**config.mk**
```make
export PLATFORM = sky130hd
export DESIGN_NAME = nv_config_boot_security_ctrl
export DESIGN_NICKNAME = d
export VERILOG_FILES = /design/src/rtl/nv_config_pkg.sv /design/src/rtl/nv_config_boot_security_ctrl.sv
export SDC_FILE = /design/constraint.sdc
export NUM_CORES = 1
export LEC_CHECK = 0
export ABC_CLOCK_PERIOD_IN_PS = 2009
export BUFFER_PORTS_ARGS = -buffer_cell sky130_fd_sc_hd__buf_4
export CAP_MARGIN = 20
export CORE_ASPECT_RATIO = 0.75
export CORE_UTILIZATION = 30
export DETAILED_ROUTE_END_ITERATION = 7
export PLACE_DENSITY = 0.67
export REMOVE_ABC_BUFFERS = 1
export SYNTH_ARGS = -nofsm -noshare
export SYNTH_HDL_FRONTEND = slang
export SYNTH_SLANG_ARGS = --single-unit
```
**constraint.sdc**
```tcl
create_clock -name clock -period 2.01 [get_ports clock]
set_input_delay 0.402 -clock clock [delete_from_list [all_inputs] [get_ports clock]]
set_output_delay 0.402 -clock clock [all_outputs]
set_load 0.01 [all_outputs]
```
**src/rtl/nv_config_pkg.sv**
```systemverilog
// constants for the non-volatile configuration loader
package nv_config_pkg;
   localparam int NV_BITS = 4;
   localparam int SECURITY_POS = 0;
   localparam int SUPPLY_EN_POS = 1;
   localparam int SUPPLY_RST_POS = 2;
   localparam int BOOT_SEL_POS = 3;
   // erased flash state: every configuration bit clear
   localparam logic [3:0] NV_ERASED = 4'h0;
   localparam logic [3:0] NV_RESET = 4'h0;
   localparam logic [31:0] BOOT_REGION_TOP = 32'h0FFF_FFFF;
   localparam logic [31:0] BOOT_ADDR = 32'h0000_0000;
   localparam int SLOW_CLOCK_HZ = 32768;
   typedef enum logic [1:0] {MAP_ROM, MAP_FLASH, MAP_SRAM} map_type;
   typedef enum logic [1:0] {LD_IDLE, LD_RUN} load_type;
endpackage

```
**src/rtl/nv_config_boot_security_ctrl.sv**
```systemverilog
// applies non-volatile configuration bits: security, supply drop detector, boot map
`timescale 1ns/1ps
module nv_config_boot_security_ctrl
   import nv_config_pkg::*;
(
   // clock and reset
   input wire logic clock,
   input wire logic arst_n,
   // non-volatile storage image, stable copy read out after power-up
   input wire logic [NV_BITS-1:0] nv_stored_bits,
   input wire logic nv_stored_valid,
   output logic nv_write_en,
   output logic [NV_BITS-1:0] nv_write_bits,
   // set and clear commands from the flash controller
   input wire logic cmd_set,
   input wire logic cmd_clear,
   input wire logic [1:0] cmd_index,
   input wire logic full_erase_done,
   // erase pin
   input wire logic erase_pin,
   // flash access requests
   input wire logic flash_req,
   input wire logic flash_req_debug,
   input wire logic flash_req_write,
   output logic flash_grant,
   output logic flash_refused,
   output logic flash_data_mask,
   // supply drop detector and reset controller
   input wire logic supply_drop_detected,
   output logic supply_drop_detector_en,
   output logic supply_drop_reset_req,
   // bus matrix decode
   input wire logic remap,
   input wire logic [31:0] fetch_addr,
   output logic [1:0] boot_map,
   output logic in_boot_region,
   output logic [31:0] reset_vector,
   output logic slow_clock_sel,
   input wire logic clock_switched,
   // visible state
   output logic [NV_BITS-1:0] nv_config_bit
);
   logic erase_meta_ff, erase_sync_ff, erase_armed_ff;
   logic [NV_BITS-1:0] bits_ff;
   logic boot_sel_ff, loaded_ff, slow_ff;
   logic nxt_write;
   logic [NV_BITS-1:0] nxt_bits;
   logic drop_meta_ff, drop_sync_ff;

   // erase pin comes from outside; two flops before use
   always_ff @(posedge clock or negedge arst_n)
   begin
      if (!arst_n)
      begin
         erase_meta_ff <= 1'b0;
         erase_sync_ff <= 1'b0;
      end
      else
      begin
         erase_meta_ff <= erase_pin;
         erase_sync_ff <= erase_meta_ff;
      end
   end

   // drop detector output is analog and unclocked; two flops before use
   always_ff @(posedge clock or negedge arst_n)
   begin
      if (!arst_n)
      begin
         drop_meta_ff <= 1'b0;
         drop_sync_ff <= 1'b0;
      end
      else
      begin
         drop_meta_ff <= supply_drop_detected;
         drop_sync_ff <= drop_meta_ff;
      end
   end

   always_comb
   begin
      nxt_bits = bits_ff;
      nxt_write = 1'b0;
      if (erase_armed_ff && full_erase_done)
      begin
         nxt_bits = NV_ERASED;
         nxt_write = 1'b1;
      end
      else if (cmd_set)
      begin
         nxt_bits[cmd_index] = 1'b1;
         nxt_write = 1'b1;
      end
      else if (cmd_clear && cmd_index != 2'(SECURITY_POS))
      begin
         // security cannot be cleared by command, only by erase sequence
         nxt_bits[cmd_index] = 1'b0;
         nxt_write = 1'b1;
      end
      // erase pin applied last so a command in the same cycle cannot undo it
      if (erase_sync_ff)
      begin
         nxt_bits[SUPPLY_EN_POS] = 1'b0;
         nxt_bits[SUPPLY_RST_POS] = 1'b0;
         nxt_write = 1'b1;
      end
      // skip writes that change nothing; every program wears the storage
      if (nxt_bits == bits_ff)
         nxt_write = 1'b0;
   end

   // erase pin arms the full-erase path; kept until an erase completes while the synchronised pin is low
   always_ff @(posedge clock or negedge arst_n)
   begin
      if (!arst_n)
         erase_armed_ff <= 1'b0;
      else if (erase_sync_ff)
         erase_armed_ff <= 1'b1;
      else if (full_erase_done)
         erase_armed_ff <= 1'b0;
   end

   // working copy loaded once from storage, then tracks every change
   always_ff @(posedge clock or negedge arst_n)
   begin
      if (!arst_n)
      begin
         bits_ff <= NV_RESET;
         loaded_ff <= 1'b0;
      end
      else if (!loaded_ff)
      begin
         if (nv_stored_valid)
         begin
            bits_ff <= nv_stored_bits;
            loaded_ff <= 1'b1;
         end
      end
      else
         bits_ff <= nxt_bits;
   end

   // every change is written back so it survives power loss
   always_ff @(posedge clock or negedge arst_n)
   begin
      if (!arst_n)
      begin
         nv_write_en <= 1'b0;
         nv_write_bits <= NV_RESET;
      end
      else
      begin
         nv_write_en <= loaded_ff & nxt_write;
         nv_write_bits <= nxt_bits;
      end
   end

   // boot select frozen at the load after reset; later writes wait for next reset
   always_ff @(posedge clock or negedge arst_n)
   begin
      if (!arst_n)
         boot_sel_ff <= 1'b0;
      else if (!loaded_ff && nv_stored_valid)
         boot_sel_ff <= nv_stored_bits[BOOT_SEL_POS];
   end

   // core starts on the slow clock; software moves it off later
   always_ff @(posedge clock or negedge arst_n)
   begin
      if (!arst_n)
         slow_ff <= 1'b1;
      else if (clock_switched)
         slow_ff <= 1'b0;
   end

   // access gating; debug flash access is refused while the security bit is set or not yet loaded
   logic secure;
   assign secure = bits_ff[SECURITY_POS] | ~loaded_ff;
   assign flash_refused = flash_req & flash_req_debug & secure;
   assign flash_grant = flash_req & ~flash_refused;
   // data masked and writes dropped on a refused access
   assign flash_data_mask = flash_refused | (flash_req_write & flash_refused);

   assign supply_drop_detector_en = loaded_ff & bits_ff[SUPPLY_EN_POS];
   // request lags the detector by the two synchroniser cycles
   assign supply_drop_reset_req = supply_drop_detector_en & bits_ff[SUPPLY_RST_POS]
      & drop_sync_ff;

   // remap overrides the boot select frozen at load
   always_comb
   begin
      if (remap)
         boot_map = MAP_SRAM;
      else if (boot_sel_ff)
         boot_map = MAP_FLASH;
      else
         boot_map = MAP_ROM;
   end

   // only the boot region moves; other memories keep fixed bases
   assign in_boot_region = fetch_addr <= BOOT_REGION_TOP;
   assign reset_vector = BOOT_ADDR;
   assign slow_clock_sel = slow_ff;
   assign nv_config_bit = bits_ff;
endmodule

```
==> impl_metrics.json <==
{
  "finalClockSkew_ps": 1.52,
  "vias_per_cell": 4.02,
  "antenna_cells": 0,
  "clock_path_buffers": 2,
  "cp_common_cell": "buf_4",
  "grt_overflow_total": 0,
  "dpl.hpwl_um": 1570,
  "setup_tns_ps": 0,
  "routed_wl_um": 1990,
  "num_rows": 18,
  "critPathMaxFanout": 9,
  "worst-r2r-cell-count": 4,
  "drt_iter0_markers": 35,
  "dr_wl_met3_um": 194,
  "synthesis.instances": 116,
  "peakVddDrop_mv": 0.241,
  "vias": 821,
  "path_cells": "buf_4 -> and2_1 -> and3_1 -> buf_4",
  "drc_errors": 0,
  "rrSetupSlack_ps": 810,
  "ys_ff_latch": 17,
  "fmax_ghz": 0.593,
  "fp.dieH_um": 54.5,
  "syn_avg_cell_area_um2": 9.50,
  "fin_nets": 206,
  "grt_pass1_wl_um": 3140,
  "r2r-end": "nv_write_en$_DFF_PN0_",
  "period_share": 0.839,
  "ant_nets": 0,
  "leakage_nw": 0.716,
  "grt_pass1_vias": 670,
  "critPathLaunchType": "flop",
  "antenna_found_initial": 0,
  "hold_viol": 0,
  "clkSlewWorstSetupHoldPaths_ps": 70,
  "crit_type": "flop to output port",
  "syn_area_um2": 1100,
  "dp_slack_ps": 606,
  "start_util": 0.324,
  "cts_htree_levels": 1,
  "final_layout_size_suffix_gt1_frac": 0.299,
  "ios": 101,
  "max_cap_violations": 0,
  "arrival_ps": 1280,
  "synth_warnings": 0,
  "io_buffers": 39,
  "synth_top_area_frac": 0.363,
  "grt_max_degree": 18,
  "top_layer_used": "met4",
  "die_x_um": 72.0,
  "rsz0062_at_grt": "no",
  "die_area_um2": 3920,
  "setup_ws_ps": 323,
  "drtPass1Iterations": 4,
  "mostFrequentLayoutCells": "buf_4, conb_1, dfrtp_1",
  "coreArea_um2": 3400,
  "numCtsBuffers": 3,
  "hold_class": "input port to asynchronous set/reset pin",
  "r2r_start": "nv_config_bit[0]$_DFFE_PN0P_",
  "grtUsageTotal": 0.110,
  "wl_met2_um": 809,
  "status": "finished clean",
  "ys_seq_area_frac": 0.387,
  "report.final.slew_viol_count": 0,
  "slowest_stage": "dfrtp_1",
  "layout-area-overhead-vs-synth_pct": 21.6,
  "synthTopCellsByArea": "dfrtp_1, buf_4, mux2i_1",
  "final_common_cell": "buf_4",
  "synth_cell_types": 31,
  "post_cts_buffers": 0,
  "post_cts_resized": 0,
  "root_buffer": "clkbuf_8",
  "holdBufCountCts": 0,
  "clock_latency_ps": 250,
  "crit_required_ps": 1610,
  "wire_per_inst_um": 9.73,
  "setup_viol": 0,
  "cts_sinks": 17,
  "gp_congestion": 0.860,
  "fin_crit_ps": 1690,
  "cpPeakStageDelay_ps": 380,
  "drt-met1-wl_um": 953,
  "critPathCaptureType": "output port",
  "p_per_area_nw_per_um2": 600,
  "synth_area_leader_cell": "dfrtp_1",
  "cts_tree": "done"
}
[report_power, final]
group | total, mW | switching [mW] | internal (mW)
clock network | 0.253 | 0.112 | 0.140
logic | 0.173 | 0.0919 | 0.0813
registers | 0.378 | 0.0149 | 0.363
total | 0.804 | 0.219 | 0.585
[critical path: cells and delay by family, from the launching register on]
family | cells | cell delay, ps
buf+inv | 2 | 310
flops | 1 | 380
simple gates | 2 | 350
[registers in the layout (all words and copies together), names as in the netlist]
register / flops
drop_meta_ff: 1
nv_config_bit: 4
loaded_ff: 1
slow_clock_sel: 1
erase_sync_ff: 1
drop_sync_ff: 1
nv_write_en: 1
nv_write_bits: 4
erase_armed_ff: 1
boot_sel_ff: 1
erase_meta_ff: 1
[metal layers]
metal  vias to the layer above  track usage
met1                       356        0.141
met4                         0       0.0784
met5                         -            0
met3                         2       0.0276
li1                        402            -
met2                        61        0.165
[logic make-up (layout without fill, tap and decap cells)]
logic type             after synthesis  after routing  share of synthesized area
AOI/OAI and AO/OA                   21             21                      0.129
and+or+nand+nor                     29             29                      0.143
buffers and inverters               41             48                      0.274
muxes                                7              7                     0.0636
other                                1             32                    0.00340
DFF                                 17             17                      0.387
[how the worst max path moves through the flow]
stage                                  endpoint  slack (ps)  cells past startpoint                start
final                     supply_drop_reset_req         320                      4  loaded_ff$_DFF_PN0_
after CTS                 supply_drop_reset_req         320                      4  loaded_ff$_DFF_PN0_
after floorplan                     flash_grant         630                      3  loaded_ff$_DFF_PN0_
after global routing      supply_drop_reset_req         250                      4  loaded_ff$_DFF_PN0_
after detailed placement  supply_drop_reset_req         610                      4  loaded_ff$_DFF_PN0_
after global placement    nv_write_en$_DFF_PN0_         610                      5         cmd_index[1]
[cell usage after synthesis]
cell type  instances
a31o_2             1
mux2i_1            7
and2_1             2
a21oi_1            4
o31ai_1            1
nor3b_1            3
nand3b_1           3
nand3_1            3
nor4_1             1
or2_2              1
a21o_1             4
buf_4             33
o21ai_0            1
o21ai_1            3
conb_1             1
nand2_1            5
buf_2              1
a32oi_1            1
buf_6              3
or3_1              1
a21boi_0           1
a41oi_1            1
o21a_1             3
nor2_1             6
dfstp_2            1
nor2b_1            2
nand2b_1           1
inv_1              4
dfrtp_1           16
and3_1             1
o32ai_1            1
[per-stage QoR]
stage / cell area [um2] / hold WS (ps) / utilization / power (mW) / cells
final: 1340 / 3.82 / 0.394 / 0.804 / 204
after floorplan: 932 / 106 / - / 0.465 / 110
after CTS: 1340 / 11.9 / 0.394 / 0.815 / 204
after global placement: 1290 / 284 / 0.381 / 0.557 / 200
after global routing: 1340 / 17.6 / 0.394 / 0.851 / 204
after detailed placement: 1290 / 283 / 0.381 / 0.559 / 200
[area by class of cell]
| class | count | area [um2] |
|---|---|---|
| Sequential cell | 17 | 427 |
| Clock buffer | 4 | 45.0 |
| Timing Repair Buffer | 40 | 300 |
| Inverter | 4 | 15.0 |
| Fill cell | 357 | 2060 |
| Multi-Input combinational cell | 89 | 490 |
| Tap cell | 50 | 62.6 |
(Power assumes the default switching activity.)
